**config.mk**
```make
export PLATFORM = sky130hd
export DESIGN_NAME = ais_top
export DESIGN_NICKNAME = d
export VERILOG_FILES = /design/src/hdl/ais_pkg.sv /design/src/hdl/ais_decode.sv /design/src/hdl/ais_sync2.sv /design/src/hdl/ais_top.sv
export SDC_FILE = /design/constraint.sdc
export NUM_CORES = 1
export LEC_CHECK = 0
export ABC_AREA = 0
export BUFFER_PORTS_ARGS = -buffer_cell sky130_fd_sc_hd__buf_2
export CAP_MARGIN = 30
export CORE_MARGIN = 3
export CORE_UTILIZATION = 42
export CTS_CLUSTER_DIAMETER = 150
export DETAILED_ROUTE_END_ITERATION = 10
export HOLD_SLACK_MARGIN = 0.05
export PLACE_DENSITY = 0.75
export SKIP_LAST_GASP = 1
export SLEW_MARGIN = 20
export SYNTH_ARGS = -nofsm -noshare
export SYNTH_HDL_FRONTEND = slang
export SYNTH_SLANG_ARGS = --single-unit
```
**constraint.sdc**
```tcl
create_clock -name mclk -period 2.27 [get_ports mclk]
set_input_delay 0.454 -clock mclk [delete_from_list [all_inputs] [get_ports mclk]]
set_output_delay 0.454 -clock mclk [all_outputs]
set_load 0.02 [all_outputs]
```
**src/hdl/ais_pkg.sv**
```systemverilog
// shared constants and types for the analog input select block
package ais_pkg;

    // ----------------------------------------------------------------
    // register map (byte addresses, one aligned word each)
    // ----------------------------------------------------------------
    localparam int ADDR_W = 4;
    localparam logic [3:0] CTL_OFFSET = 4'h0;
    localparam logic [3:0] AUX_OFFSET = 4'h4;
    localparam logic [3:0] STAT_OFFSET = 4'h8;

    // ----------------------------------------------------------------
    // control register fields
    // ----------------------------------------------------------------
    localparam int CTL_DIRECT_BIT = 7;
    localparam int CTL_HALVED_BIT = 6;
    localparam int CTL_SWAP_BIT = 5;
    localparam int CTL_SUPPLY_BIT = 4;
    localparam int CTL_PIN_LSB = 0;
    localparam int PIN_COUNT = 4;
    localparam logic [7:0] CTL_RESET = 8'h80;

    // ----------------------------------------------------------------
    // auxiliary register fields (offset shift and its option)
    // ----------------------------------------------------------------
    localparam int AUX_SHIFT_BIT = 0;
    localparam int AUX_OPTION_BIT = 1;
    localparam logic [7:0] AUX_RESET = 8'h00;
    localparam logic [7:0] AUX_MASK = 8'h03;

    // ----------------------------------------------------------------
    // status register fields
    // ----------------------------------------------------------------
    localparam int STAT_CMP1_BIT = 0;
    localparam int STAT_CMP2_BIT = 1;
    localparam int STAT_SWAP_TOG_BIT = 2;
    localparam int STAT_MIXED_WR_BIT = 3;
    localparam int STAT_GROUND_BIT = 4;
    localparam int STAT_SUPPLY_BIT = 5;
    localparam logic [7:0] STAT_W1C_MASK = 8'h0c;

    // ----------------------------------------------------------------
    // bus answers and sample-capacitor source modes
    // ----------------------------------------------------------------
    localparam logic [1:0] RESP_OKAY = 2'h0;
    localparam logic [1:0] RESP_DECODE_ERR = 2'h3;

    typedef enum logic [1:0] {
        AIS_SRC_HOLD,
        AIS_SRC_HALVED,
        AIS_SRC_DIRECT,
        AIS_SRC_DIODE
    } ais_src_e;

endpackage

```
**src/hdl/ais_decode.sv**
```systemverilog
// decodes control bits into analog switch enables
`timescale 1ns/1ps
module ais_decode (
    input wire logic [7:0] ctl,
    input wire logic shift_req,
    input wire logic shift_allow,
    output ais_pkg::ais_src_e src,
    output logic offset_en,
    output logic offset_bypass,
    output logic [ais_pkg::PIN_COUNT-1:0] pin_sw,
    output logic supply_sw,
    output logic ground_sw
);

    logic direct;
    logic halved;
    logic [ais_pkg::PIN_COUNT-1:0] pins;

    // source of the sample capacitor and comparator 2 minus input
    always_comb begin
        direct = ctl[ais_pkg::CTL_DIRECT_BIT];
        halved = ctl[ais_pkg::CTL_HALVED_BIT];
        pins = ctl[ais_pkg::CTL_PIN_LSB +: ais_pkg::PIN_COUNT];
        case ({direct, halved})
            2'b00: src = ais_pkg::AIS_SRC_HOLD;
            2'b01: src = ais_pkg::AIS_SRC_HALVED;
            2'b10: src = ais_pkg::AIS_SRC_DIRECT;
            default: src = ais_pkg::AIS_SRC_DIODE;
        endcase
        // offset only while holding, and only if the option allows it
        offset_en = !direct && !halved && shift_req && shift_allow;
        offset_bypass = direct || halved;
        // pins close independently, in any mix
        pin_sw = pins;
        supply_sw = ctl[ais_pkg::CTL_SUPPLY_BIT] && (pins == '0);
        ground_sw = !ctl[ais_pkg::CTL_SUPPLY_BIT] && (pins == '0);
    end

endmodule

```
**src/hdl/ais_sync2.sv**
```systemverilog
// two-flop synchroniser for asynchronous level inputs
`timescale 1ns/1ps
module ais_sync2 #(
    parameter int WIDTH = 2
) (
    input wire logic mclk,
    input wire logic rst,
    input wire logic [WIDTH-1:0] async_in,
    output logic [WIDTH-1:0] sync_out
);

    typedef struct packed {
        logic [WIDTH-1:0] meta;
        logic [WIDTH-1:0] stable;
    } ais_sync_s;

    ais_sync_s s_q;
    ais_sync_s s_d;

    // first stage is read only by the second stage
    always_comb begin
        s_d.meta = async_in;
        s_d.stable = s_q.meta;
    end

    // ----------------------------------------------------------------
    // registers
    // ----------------------------------------------------------------
    always_ff @(posedge mclk) begin
        if (rst) begin
            s_q <= '0;
        end else begin
            s_q <= s_d;
        end
    end

    assign sync_out = s_q.stable;

endmodule

```
**src/hdl/ais_top.sv**
```systemverilog
// analog input select: register slave and switch enable logic
//
// Chosen here: the placing of the registers and the Avalon-MM register port.
`timescale 1ns/1ps
module ais_top (
    input wire logic mclk,
    input wire logic rst,
    // avalon-mm slave
    input wire logic [ais_pkg::ADDR_W-1:0] address,
    input wire logic read,
    input wire logic write,
    input wire logic [3:0] byteenable,
    input wire logic [31:0] writedata,
    output logic [31:0] readdata,
    output logic [1:0] response,
    output logic waitrequest,
    // raw comparator outputs from the analog side
    input wire logic cmp1_raw,
    input wire logic cmp2_raw,
    // sample capacitor source enables
    output logic cap_hold_en,
    output logic cap_halved_en,
    output logic cap_direct_en,
    output logic cap_diode_en,
    output logic cap_offset_en,
    output logic cap_offset_bypass,
    // channel select bus switches
    output logic [ais_pkg::PIN_COUNT-1:0] bus_pin_en,
    output logic bus_supply_en,
    output logic bus_ground_en,
    // comparator input exchange and corrected levels
    output logic cmp_swap_en,
    output logic cmp1_level,
    output logic cmp2_level
);

    // ----------------------------------------------------------------
    // state
    // ----------------------------------------------------------------
    typedef struct packed {
        logic ack;
        logic [31:0] rdata;
        logic [1:0] resp;
        logic [7:0] ctl;
        logic [7:0] aux;
        logic swap_tog;
        logic mixed_wr;
        logic cmp1;
        logic cmp2;
        logic hold;
        logic halved;
        logic direct;
        logic diode;
        logic offset;
        logic bypass;
        logic [ais_pkg::PIN_COUNT-1:0] pins;
        logic supply;
        logic ground;
    } ais_state_s;

    ais_state_s s_q;
    ais_state_s s_d;

    // synchroniser and decoder results
    logic [1:0] cmp_sync;
    ais_pkg::ais_src_e src_nx;
    logic offset_nx;
    logic bypass_nx;
    logic [ais_pkg::PIN_COUNT-1:0] pins_nx;
    logic supply_nx;
    logic ground_nx;

    // bus decode and write path
    logic access;
    logic take;
    logic hit_ctl;
    logic hit_aux;
    logic hit_stat;
    logic hit_any;
    logic lane0_wr;
    logic [7:0] wbyte;
    logic [7:0] ctl_nx;
    logic [7:0] aux_nx;

    // write-order watch and status
    logic sample_changed;
    logic select_changed;
    logic [7:0] stat_view;

    // ----------------------------------------------------------------
    // comparator levels cross in through two flops
    // and trail the raw outputs by three edges
    // ----------------------------------------------------------------
    ais_sync2 #(
        .WIDTH(2)
    ) u_cmp_sync (
        .mclk(mclk),
        .rst(rst),
        .async_in({cmp2_raw, cmp1_raw}),
        .sync_out(cmp_sync)
    );

    // ----------------------------------------------------------------
    // switch decode works on the next control value, so the registered
    // enables land on the same edge as the write itself
    // at the cost of a longer path from the bus
    // ----------------------------------------------------------------
    ais_decode u_decode (
        .ctl(ctl_nx),
        .shift_req(aux_nx[ais_pkg::AUX_SHIFT_BIT]),
        .shift_allow(aux_nx[ais_pkg::AUX_OPTION_BIT]),
        .src(src_nx),
        .offset_en(offset_nx),
        .offset_bypass(bypass_nx),
        .pin_sw(pins_nx),
        .supply_sw(supply_nx),
        .ground_sw(ground_nx)
    );

    // ----------------------------------------------------------------
    // address decode
    // ----------------------------------------------------------------
    // unmapped offsets get a decode error
    always_comb begin
        hit_ctl = 1'b0;
        hit_aux = 1'b0;
        hit_stat = 1'b0;
        if (address == ais_pkg::CTL_OFFSET) begin
            hit_ctl = 1'b1;
        end else if (address == ais_pkg::AUX_OFFSET) begin
            hit_aux = 1'b1;
        end else if (address == ais_pkg::STAT_OFFSET) begin
            hit_stat = 1'b1;
        end

        // any hit answers okay
        hit_any = hit_ctl || hit_aux || hit_stat;
    end

    // one wait cycle per access; the request is taken on the second edge
    assign access = read || write;
    assign take = access && s_q.ack;

    // only lane 0 holds register bits
    assign lane0_wr = take && write && byteenable[0];
    assign wbyte = writedata[7:0];

    // next control value: only a taken write to lane 0 changes it
    always_comb begin
        ctl_nx = s_q.ctl;
        if (lane0_wr && hit_ctl) begin
            ctl_nx = wbyte;
        end
    end

    // next shift bits, kept out of the state copy so the decoder
    // input does not loop back into the next-state process;
    // unused bits are masked off and read as zero
    always_comb begin
        aux_nx = s_q.aux;
        if (lane0_wr && hit_aux) begin
            aux_nx = wbyte & ais_pkg::AUX_MASK;
        end
    end

    // write-order hazard: sample bits and channel selects changed together
    // raises a sticky flag only; the write still lands
    always_comb begin
        sample_changed = (ctl_nx[ais_pkg::CTL_DIRECT_BIT] != s_q.ctl[ais_pkg::CTL_DIRECT_BIT])
            || (ctl_nx[ais_pkg::CTL_HALVED_BIT] != s_q.ctl[ais_pkg::CTL_HALVED_BIT]);

        // the supply bit counts as a select
        select_changed = (ctl_nx[ais_pkg::CTL_SUPPLY_BIT] != s_q.ctl[ais_pkg::CTL_SUPPLY_BIT])
            || (ctl_nx[ais_pkg::CTL_PIN_LSB +: ais_pkg::PIN_COUNT]
            != s_q.ctl[ais_pkg::CTL_PIN_LSB +: ais_pkg::PIN_COUNT]);
    end

    // status view assembled from live state
    // bits 7:6 read as zero
    always_comb begin
        stat_view = 8'h00;
        stat_view[ais_pkg::STAT_CMP1_BIT] = s_q.cmp1;
        stat_view[ais_pkg::STAT_CMP2_BIT] = s_q.cmp2;
        stat_view[ais_pkg::STAT_SWAP_TOG_BIT] = s_q.swap_tog;
        stat_view[ais_pkg::STAT_MIXED_WR_BIT] = s_q.mixed_wr;
        // rail bits mirror the registered switches
        stat_view[ais_pkg::STAT_GROUND_BIT] = s_q.ground;
        stat_view[ais_pkg::STAT_SUPPLY_BIT] = s_q.supply;
    end

    // ----------------------------------------------------------------
    // next state
    // ----------------------------------------------------------------
    always_comb begin
        s_d = s_q;

        // handshake: ack rises on the first cycle of a request and
        // drops on the edge that takes it, so back-to-back works
        // a request dropped while waiting is forgotten
        s_d.ack = access && !s_q.ack;

        // read data is captured while waiting, ready when ack is high
        if (access && !s_q.ack) begin
            s_d.rdata = 32'h0000_0000;
            s_d.resp = hit_any ? ais_pkg::RESP_OKAY
                : ais_pkg::RESP_DECODE_ERR;
            // writes read back zero
            if (read) begin
                if (hit_ctl) begin
                    s_d.rdata[7:0] = s_q.ctl;
                end else if (hit_aux) begin
                    s_d.rdata[7:0] = s_q.aux;
                end else if (hit_stat) begin
                    s_d.rdata[7:0] = stat_view;
                end
            end
        end

        // control register; decoded value already holds the write
        s_d.ctl = ctl_nx;

        // offset shift and its enabling option
        s_d.aux = aux_nx;

        // sticky flags: clear by writing one, a new event wins the clear
        if (lane0_wr && hit_stat) begin
            // a clear loses to a new event below
            if (wbyte[ais_pkg::STAT_SWAP_TOG_BIT]) begin
                s_d.swap_tog = 1'b0;
            end
            if (wbyte[ais_pkg::STAT_MIXED_WR_BIT]) begin
                s_d.mixed_wr = 1'b0;
            end
        end

        // a swap toggle may leave stale comparator flags behind
        if (ctl_nx[ais_pkg::CTL_SWAP_BIT] != s_q.ctl[ais_pkg::CTL_SWAP_BIT]) begin
            s_d.swap_tog = 1'b1;
        end
        // sample bits and selects changed in one write can upset the hold
        if (sample_changed && select_changed) begin
            s_d.mixed_wr = 1'b1;
        end

        // undo the internal exchange so levels keep their pin sense;
        // uses the current swap setting, which may differ from the one in force while the sample was taken
        s_d.cmp1 = cmp_sync[0] ^ s_q.ctl[ais_pkg::CTL_SWAP_BIT];
        s_d.cmp2 = cmp_sync[1] ^ s_q.ctl[ais_pkg::CTL_SWAP_BIT];

        // registered switch enables, exactly one source at a time
        s_d.hold = (src_nx == ais_pkg::AIS_SRC_HOLD);
        s_d.halved = (src_nx == ais_pkg::AIS_SRC_HALVED);
        s_d.direct = (src_nx == ais_pkg::AIS_SRC_DIRECT);
        s_d.diode = (src_nx == ais_pkg::AIS_SRC_DIODE);

        // offset path and channel bus
        s_d.offset = offset_nx;
        s_d.bypass = bypass_nx;
        s_d.pins = pins_nx;
        s_d.supply = supply_nx;
        s_d.ground = ground_nx;
    end

    // ----------------------------------------------------------------
    // registers
    // ----------------------------------------------------------------
    // reset state: direct sampling of a grounded bus, so the capacitor
    // drains to the ground reference right after reset
    // every field is named, so none powers up unknown
    always_ff @(posedge mclk) begin
        if (rst) begin
            // bus side idle
            s_q.ack <= 1'b0;
            s_q.rdata <= 32'h0000_0000;
            s_q.resp <= ais_pkg::RESP_OKAY;

            // registers
            s_q.ctl <= ais_pkg::CTL_RESET;
            s_q.aux <= ais_pkg::AUX_RESET;

            // flags and levels
            s_q.swap_tog <= 1'b0;
            s_q.mixed_wr <= 1'b0;
            s_q.cmp1 <= 1'b0;
            s_q.cmp2 <= 1'b0;

            // direct source on a grounded bus
            s_q.hold <= 1'b0;
            s_q.halved <= 1'b0;
            s_q.direct <= 1'b1;
            s_q.diode <= 1'b0;
            s_q.offset <= 1'b0;
            s_q.bypass <= 1'b1;
            s_q.pins <= '0;
            s_q.supply <= 1'b0;
            s_q.ground <= 1'b1;
        end else begin
            s_q <= s_d;
        end
    end

    // ----------------------------------------------------------------
    // outputs
    // ----------------------------------------------------------------
    // waitrequest is combinational so a request never sees a stale low
    // a request always waits exactly one cycle
    assign waitrequest = access && !s_q.ack;

    // data hold until the next request starts
    assign readdata = s_q.rdata;
    assign response = s_q.resp;

    // analog switch enables straight from flops, glitch free
    assign cap_hold_en = s_q.hold;
    assign cap_halved_en = s_q.halved;
    assign cap_direct_en = s_q.direct;
    assign cap_diode_en = s_q.diode;
    assign cap_offset_en = s_q.offset;
    assign cap_offset_bypass = s_q.bypass;
    assign bus_pin_en = s_q.pins;
    assign bus_supply_en = s_q.supply;
    assign bus_ground_en = s_q.ground;

    // comparator side
    assign cmp_swap_en = s_q.ctl[ais_pkg::CTL_SWAP_BIT];
    assign cmp1_level = s_q.cmp1;
    assign cmp2_level = s_q.cmp2;

endmodule

```
==> Flow_metrics.wiki, run 1 <==
{| class="wikitable"
! Metric !! Value
|-
| Wire length after detailed routing || 3490 microns
|-
| Combinational family with the most area after synthesis || buffers and inverters
|-
| Met3 track demand over resource || 0.0568
|-
| Deepest level of the CTS H-tree || 2
|-
| Predominant post-synthesis flop cell || sky130_fd_sc_hd__dfxtp_1
|-
| Arrival time at the worst endpoint || 1310 ps
|-
| Total of hold buffers inserted after clock tree synthesis || 0
|-
| Cell-internal power || 0.000876 W
|-
| Number of setup buffers added after CTS || 0
|-
| GR Util met1 || 0.165
|-
| DR pass1 iterations || 4
|-
| Tightest Hold Check Type || in -> reg
|-
| Setup_tns || 0 ps
|-
| Cell with the largest stage delay on the worst path || sky130_fd_sc_hd__or2_2
|-
| Sequential fraction of the synthesis area || 0.389
|-
| Met2 usage || 0.209
|-
| Most common library cells after synthesis || 38 x sky130_fd_sc_hd__buf_4, 36 x sky130_fd_sc_hd__dfxtp_1, 22 x sky130_fd_sc_hd__nor2_1
|-
| Worst path required time || 1820 ps
|-
| Startpoint of the lowest-slack register-to-register path || s_q[66]$_SDFF_PP0_
|-
| Synthesis Warnings || 0
|-
| Cell with the most instances after synthesis || sky130_fd_sc_hd__buf_4
|-
| Crit-path cells || or2_2, inv_1, buf_2
|-
| CP Class || reg -> out
|-
| Number of enable flip-flop cells after synthesis || 0
|-
| CORE AREA || 4120 sq um
|-
| Pin count of the biggest net entering global routing || 36
|-
| Worst hold path stage count || 2
|-
| Total vias in the final route || 1328
|-
| Total Die Area || 5240 sq um
|-
| Detailed-route DRC error count || 0
|-
| Number of violations of the max-capacitance limit || 0
|-
| Part of the total power dissipated in sequential elements || 0.548
|-
| Bufs on Longest Clock Path || 2
|-
| Global router's overall resource usage || 0.136
|-
| Synthesized-area fraction occupied by adder cells || 0
|-
| Die Ht || 72.4 microns
|-
| Number of clock buffers inserted by TritonCTS || 5
|-
| Violation count after the first detailed-route iteration || 76
|-
| Pwr dens || 606 nW/um^2
|-
| End of the worst hold path || u_cmp_sync.s_d[1]$_SDFF_PP0_
|-
| Final total power || 0.00118 W
|-
| Dominant cells by area after synthesis || sky130_fd_sc_hd__dfxtp_1 39%, sky130_fd_sc_hd__buf_4 15%, sky130_fd_sc_hd__mux2i_1 4.9%
|-
| Post-synthesis to final-layout area growth || 5.14%
|-
| Effective utilization at floorplan || 0.450
|-
| Routed via count divided by cell count || 4.85
|-
| FMAX || 568 MHz
|-
| Count of endpoints failing setup in the final report || 0
|-
| Fraction of final layout cells sized beyond drive strength 1 || 0.281
|-
| Count of mapped cells out of synthesis || 198
|-
| Final Max Slew Viols || 0
|-
| Post-synth top area share || 0.389
|-
| Reg2Reg Setup Slack || 780 ps
|-
| Synthesized area per cell || 9.35 sq um
|-
| Post-synthesis simple-gate area fraction || 0.168
|-
| Std cell rows || 23
|-
| Clock Sinks || 36
|-
| Net switching power of the design || 0.000303 W
|-
| Library cells used by synthesis || 40
|-
| Clock tree root driver cell || sky130_fd_sc_hd__clkbuf_8
|-
| Clock transition time at the flip-flop clock pins of the worst setup and hold paths || 60 ps
|-
| Detailed-placement wirelength estimate || 2550 microns
|-
| Share of the synthesized area in compound gates (AO/OA/AOI/OAI) || 0.0967
|-
| Leakage Power || 0.834 nW
|-
| Headroom to the max-slew limit || 0.595
|-
| Average wire length per cell after detail routing || 12.7 microns
|-
| Share of total power consumed by net switching || 0.257
|-
| Antenna diode instance count || 0
|-
| Clock tree from TritonCTS || done
|-
| Post-cts sizing count || 0
|-
| Kind of end point of the critical path || primary output
|-
| Most utilized layer in the global route result || met2
|-
| Synthesized area || 1850 sq um
|-
| Share of cell area taken by muxes after synthesis || 0.0913
|-
| Worst-case clock skew || 2.55 ps
|-
| Combinational group share of total power || 0.115
|-
| Via count of the first global-routing pass || 1140
|-
| Number of antenna violations at the first check in global routing || 0
|-
| IO buf count || 44
|-
| Weighted congestion at the end of routability-driven global placement || 0.860
|-
| Final Cycle Share || 0.776
|-
| Ys async rst share || 0
|-
| Hold Violations, Final || 0
|-
| Area leader, netlist || sky130_fd_sc_hd__dfxtp_1
|-
| Worst reg2reg endpoint || bus_ground_en$_SDFF_PP1_
|-
| Time the worst path needs with I/O delays and setup || 1760 ps
|-
| Worst Reg-to-Reg Cells || 5
|-
| XOR/XNOR Fraction of Synth Area || 0.0473
|-
| Die boundary width || 72.4 microns
|-
| Hold Crit Start || cmp2_raw
|-
| Setup repair after global routing missed its margin || no
|-
| I/O pin count || 96
|-
| Transition at the pin with the smallest max-transition slack || 608 ps
|-
| Crit start category || flip-flop
|-
| Worst-skew pair later-pin latency || 280 ps
|-
| Wire length of the first global-routing pass || 5410 microns
|-
| Peak supply drop || 166 uV
|-
| Result of the run || finished, final reports clean
|-
| Largest stage delay on the critical path || 420 ps
|-
| Grt total ovfl || 0
|-
| Antenna violation net count after detailed routing || 0
|-
| Part of the total power dissipated in the clock network || 0.337
|-
| Post-layout util || 0.473
|-
| Number of synthesized register bits || 36
|-
| Worst-path fanout max || 11
|-
| Post-layout net count || 272
|}
==> worst max-delay path by stage <==
stage                        from                  endpoint  cells past startpoint
3_3_place_gp           address[1]  bus_ground_en$_SDFF_PP1_                      6
5_1_grt        s_q[66]$_SDFF_PP0_               waitrequest                      3
6_report       s_q[66]$_SDFF_PP0_               waitrequest                      3
3_5_place_dp           address[1]  bus_ground_en$_SDFF_PP1_                      6
4_1_cts        s_q[66]$_SDFF_PP0_               waitrequest                      3
2_1_floorplan          address[1]  bus_ground_en$_SDFF_PP1_                      6
==> sequential cells by signal, indices dropped and copies added (netlist names) <==
register,cells
response,1
cap_diode_en,1
s_q,12
readdata,8
cap_hold_en,1
cap_direct_en,1
cap_offset_bypass,1
u_cmp_sync.sync_out,2
cmp_swap_en,1
u_cmp_sync.s_d,2
cmp1_level,1
cap_halved_en,1
bus_ground_en,1
cmp2_level,1
cap_offset_en,1
bus_supply_en,1
==> cell families (layout without fill, tap and decap cells) <==
logic type / count (synthesis) / after routing
AOI/OAI and AO/OA: 25 / 25
xor gates and xnor gates: 10 / 10
buffers and inverters: 54 / 57
DFF: 36 / 36
muxes: 16 / 16
other: 1 / 24
and+or+nand+nor: 56 / 56
==> cell usage in the layout, fill, tap and decap left out, types with 2 or more instances in the layout <==
cell type                  netlist  routed
sky130_fd_sc_hd__nand2b_1        2       2
sky130_fd_sc_hd__clkbuf_8        0       5
sky130_fd_sc_hd__a22oi_1         6       6
sky130_fd_sc_hd__nor3_4          2       2
sky130_fd_sc_hd__nor4_1          2       2
sky130_fd_sc_hd__mux2i_1         9       9
sky130_fd_sc_hd__buf_4          38       2
sky130_fd_sc_hd__conb_1          1      24
sky130_fd_sc_hd__nand3_1         4       4
sky130_fd_sc_hd__nor2b_1         5       5
sky130_fd_sc_hd__xnor2_1         9       9
sky130_fd_sc_hd__nor3_1          4       4
sky130_fd_sc_hd__nand2_1         4       4
sky130_fd_sc_hd__a311o_1         2       2
sky130_fd_sc_hd__buf_2           2      44
sky130_fd_sc_hd__mux2_2          7       7
sky130_fd_sc_hd__a32oi_1         2       2
sky130_fd_sc_hd__nor3b_1         2       2
sky130_fd_sc_hd__nor2_1         22      22
sky130_fd_sc_hd__inv_1           6       6
sky130_fd_sc_hd__dfxtp_1        36      36
sky130_fd_sc_hd__nand3b_1        3       3
sky130_fd_sc_hd__a21oi_1         8       8
==> per-layer routing <==
metal  up-vias  wire, microns
met2        51           1600
li1        657              -
met4         0             65
met3         7            299
met1       613           1530
met5         -              0
==> through the flow <==
step / instance area, sq um / worst slack, ps / instances / hold slack (ps)
final: 1950 / 509 / 274 / 378
after floorplan: 1940 / 664 / 221 / 414
after detailed placement: 1880 / 420 / 269 / 424
after global placement: 1880 / 413 / 269 / 421
after global routing: 1950 / 460 / 274 / 378
after CTS: 1950 / 506 / 274 / 369
==> cell type report <==
| type | instances | area [sq um] |
|---|---|---|
| well taps | 50 | 62.6 |
| repair buffers | 46 | 235 |
| inverters | 6 | 22.5 |
| fillers | 428 | 2170 |
| flip-flops and latches | 36 | 721 |
| multi-input cells | 131 | 836 |
| clock buffers | 5 | 68.8 |
==> power groups by stage <==
stage | sequential [W] | combinational (W) | clock, W
after detailed placement | 0.000660 | 0.000135 | 0
after global routing | 0.000646 | 0.000149 | 0.000434
after global placement | 0.000659 | 0.000134 | 0
final | 0.000646 | 0.000136 | 0.000397
after CTS | 0.000645 | 0.000136 | 0.000415
after floorplan | 0.000660 | 0.000133 | 0
==> worst max-delay path, delay by kind of cell (launching register included) <==
kind                   cells  cell delay [ps]
buffers and inverters      2              260
DFF                        1              330
and+or+nand+nor            1              420
(Power assumes the default switching activity.)
==> run 2: changes to the inputs <==
- clock period: 2.27 -> 1.7 ns (I/O delays scaled with it)
==> run 2 against run 1 <==
Against the previous run:
- critical path depth unchanged
- critical endpoint unchanged
- via count increased by 1.9%
- combinational power increased by 43%
- final cell count increased by 3.3%
- setup slack got worse by 390 ps
- clock power increased by 62%
==> Flow_metrics.wiki, run 2 (synthesized netlist as in run 1, its figures left out) <==
{| class="wikitable"
! Metric !! Value
|-
| Result of the run || finished, final reports clean
|-
| Grt total ovfl || 0 (unchanged)
|-
| Buf+Inv Stages, Crit Path || 2 (unchanged)
|-
| Post-layout net count || 279 (+2.6%)
|-
| CP Class || reg -> out
|-
| Pin count of the biggest net entering global routing || 21 (-42%)
|-
| Antenna violation net count after detailed routing || 0 (unchanged)
|-
| Cell with the largest stage delay on the worst path || sky130_fd_sc_hd__or2_2
|-
| CORE AREA || 4120 sq um (unchanged)
|-
| Post-synthesis to final-layout area growth || 9.47%
|-
| Detailed-route DRC error count || 0 (unchanged)
|-
| Worst path required time || 1360 ps (-460 ps)
|-
| Largest reg by FF count || s_q
|-
| Setup repair after global routing missed its margin || no
|-
| Pwr dens || 839 nW/um^2 (+39%)
|-
| Via count of the first global-routing pass || 1256 (+10%)
|-
| Leakage Power || 0.883 nW (+5.9%)
|-
| Worst-skew pair later-pin latency || 290 ps (about the same)
|-
| Top library cells by usage in the layout, fill and taps aside || 44 x sky130_fd_sc_hd__buf_2, 36 x sky130_fd_sc_hd__dfxtp_1, 24 x sky130_fd_sc_hd__conb_1, 22 x sky130_fd_sc_hd__nor2_1
|-
| Clock tree from TritonCTS || done
|-
| Routed via count divided by cell count || 4.78 (-1.4%)
|-
| Peak supply drop || 249 uV (+50%)
|-
| Wire length of the first global-routing pass || 5820 microns (+7.7%)
|-
| Clock transition time at the flip-flop clock pins of the worst setup and hold paths || 70 ps (about the same)
|-
| Crit start category || flip-flop
|-
| Fillcell total || 414 (-3.3%)
|-
| Hold Violations, Final || 0 (unchanged)
|-
| Fraction of final layout cells sized beyond drive strength 1 || 0.309 (+0.0278)
|-
| Global router's overall resource usage || 0.146 (+0.00996)
|-
| Final Cycle Share || 0.930
|-
| Most common cell after layout, fill and taps aside || sky130_fd_sc_hd__buf_2
|-
| FMAX || 632 MHz
|-
| Kind of end point of the critical path || primary output
|-
| Number of antenna violations at the first check in global routing || 0 (unchanged)
|-
| Deepest level of the CTS H-tree || 2 (unchanged)
|-
| Effective utilization at floorplan || 0.450 (unchanged)
|-
| Std cell rows || 23 (unchanged)
|-
| Die Ht || 72.4 microns (unchanged)
|-
| Dominant delay contributor by cell family on the critical path || simple AND/OR/NAND/NOR gates
|-
| Die boundary width || 72.4 microns (unchanged)
|-
| Crit-path cells || or2_2, inv_1, buf_2
|-
| Post-cts sizing count || 0 (unchanged)
|-
| Clock tree root driver cell || sky130_fd_sc_hd__clkbuf_8
|-
| Worst-case clock skew || 3.63 ps (+1.08 ps)
|-
| Violation count after the first detailed-route iteration || 87 (+14%)
|-
| Final Max Slew Viols || 0 (unchanged)
|-
| Number of setup buffers added after CTS || 0 (unchanged)
|-
| DR pass1 iterations || 4 (unchanged)
|-
| Antenna diode instance count || 0 (unchanged)
|-
| Cell area after placement || 1930 sq um (+2.8%)
|-
| Time the worst path needs with I/O delays and setup || 1580 ps
|-
| Number of clock buffers inserted by TritonCTS || 5 (unchanged)
|-
| IO buf count || 44 (unchanged)
|-
| Setup_tns || 0 ps (unchanged)
|-
| Clock Sinks || 36 (unchanged)
|-
| Max reg flops || 12 (unchanged)
|-
| Worst-path fanout max || 6 (-5)
|-
| Largest stage delay on the critical path || 370 ps (-50 ps)
|-
| I/O pin count || 96 (unchanged)
|-
| Tightest Hold Check Type || in -> reg
|-
| Average wire length per cell after detail routing || 13.1 microns (+3.0%)
|-
| Number of violations of the max-capacitance limit || 0 (unchanged)
|-
| Total Die Area || 5240 sq um (unchanged)
|-
| Total vias in the final route || 1353 (+1.9%)
|-
| Arrival time at the worst endpoint || 1240 ps (-70 ps)
|-
| Bufs on Longest Clock Path || 2 (unchanged)
|-
| Count of endpoints failing setup in the final report || 0 (unchanged)
|-
| Wire length after detailed routing || 3720 microns (+6.4%)
|-
| Detailed-placement wirelength estimate || 2830 microns (+11%)
|-
| Final design area excluding fillers || 2030 sq um (+4.1%)
|-
| Total of hold buffers inserted after clock tree synthesis || 0 (unchanged)
|-
| Weighted congestion at the end of routability-driven global placement || 0.905 (+5.2%)
|}
==> run 2: metal layers <==
layer / share of wire / vias up / global-route usage / routed length [microns]
met4: 0.015 / 0 / 0.0656 / 56
met1: 0.44 / 629 / 0.170 / 1640
met3: 0.079 / 5 / 0.0623 / 292
li1: - / 675 / - / -
met2: 0.47 / 44 / 0.232 / 1730
met5: 0 / - / 0 / 0
==> run 2: power breakdown <==
| part | internal, W | switching (W) | total [W] | leakage (nW) |
|---|---|---|---|---|
| Combinational | 0.0000602 | 0.000134 | 0.000194 | 0.541 |
| Clock | 0.000360 | 0.000284 | 0.000645 | 0.0503 |
| Sequential | 0.000855 | 0.00000636 | 0.000862 | 0.292 |
==> run 2: final timing paths <==
kind                   startpoint                           end  slack (ps)  cells after the start
min                      cmp2_raw  u_cmp_sync.s_d[1]$_SDFF_PP0_         260                      2
min reg2reg  s_q[14]$_SDFFE_PP0P_          s_q[14]$_SDFFE_PP0P_         440                      2
max reg2reg    s_q[66]$_SDFF_PP0_      cap_direct_en$_SDFF_PP1_         210                      5
max            s_q[66]$_SDFF_PP0_                   waitrequest         120                      3
==> run 2: per-stage QoR <==
stage | util | std cells | power [W] | setup slack (ps) | hold slack, ps
3_5_place_dp | 0.469 | 276 | 0.00107 | 56.0 | 429
4_1_cts | 0.492 | 283 | 0.00172 | 105 | 247
3_3_place_gp | 0.469 | 276 | 0.00107 | 41.0 | 424
5_1_grt | 0.492 | 283 | 0.00177 | 53.7 | 249
2_1_floorplan | - | 221 | 0.00106 | 208 | 414
6_report | 0.492 | 283 | 0.00170 | 118 | 259
==> run 2: cell type report <==
class                           instances  area (sq um)  area share
Multi-Input combinational cell        131           836       0.413
Sequential cell                        36           721       0.356
Timing Repair Buffer                   53           288       0.142
Clock buffer                            7          96.3      0.0476
Tap cell                               50          62.6      0.0309
Inverter                                6          22.5      0.0111
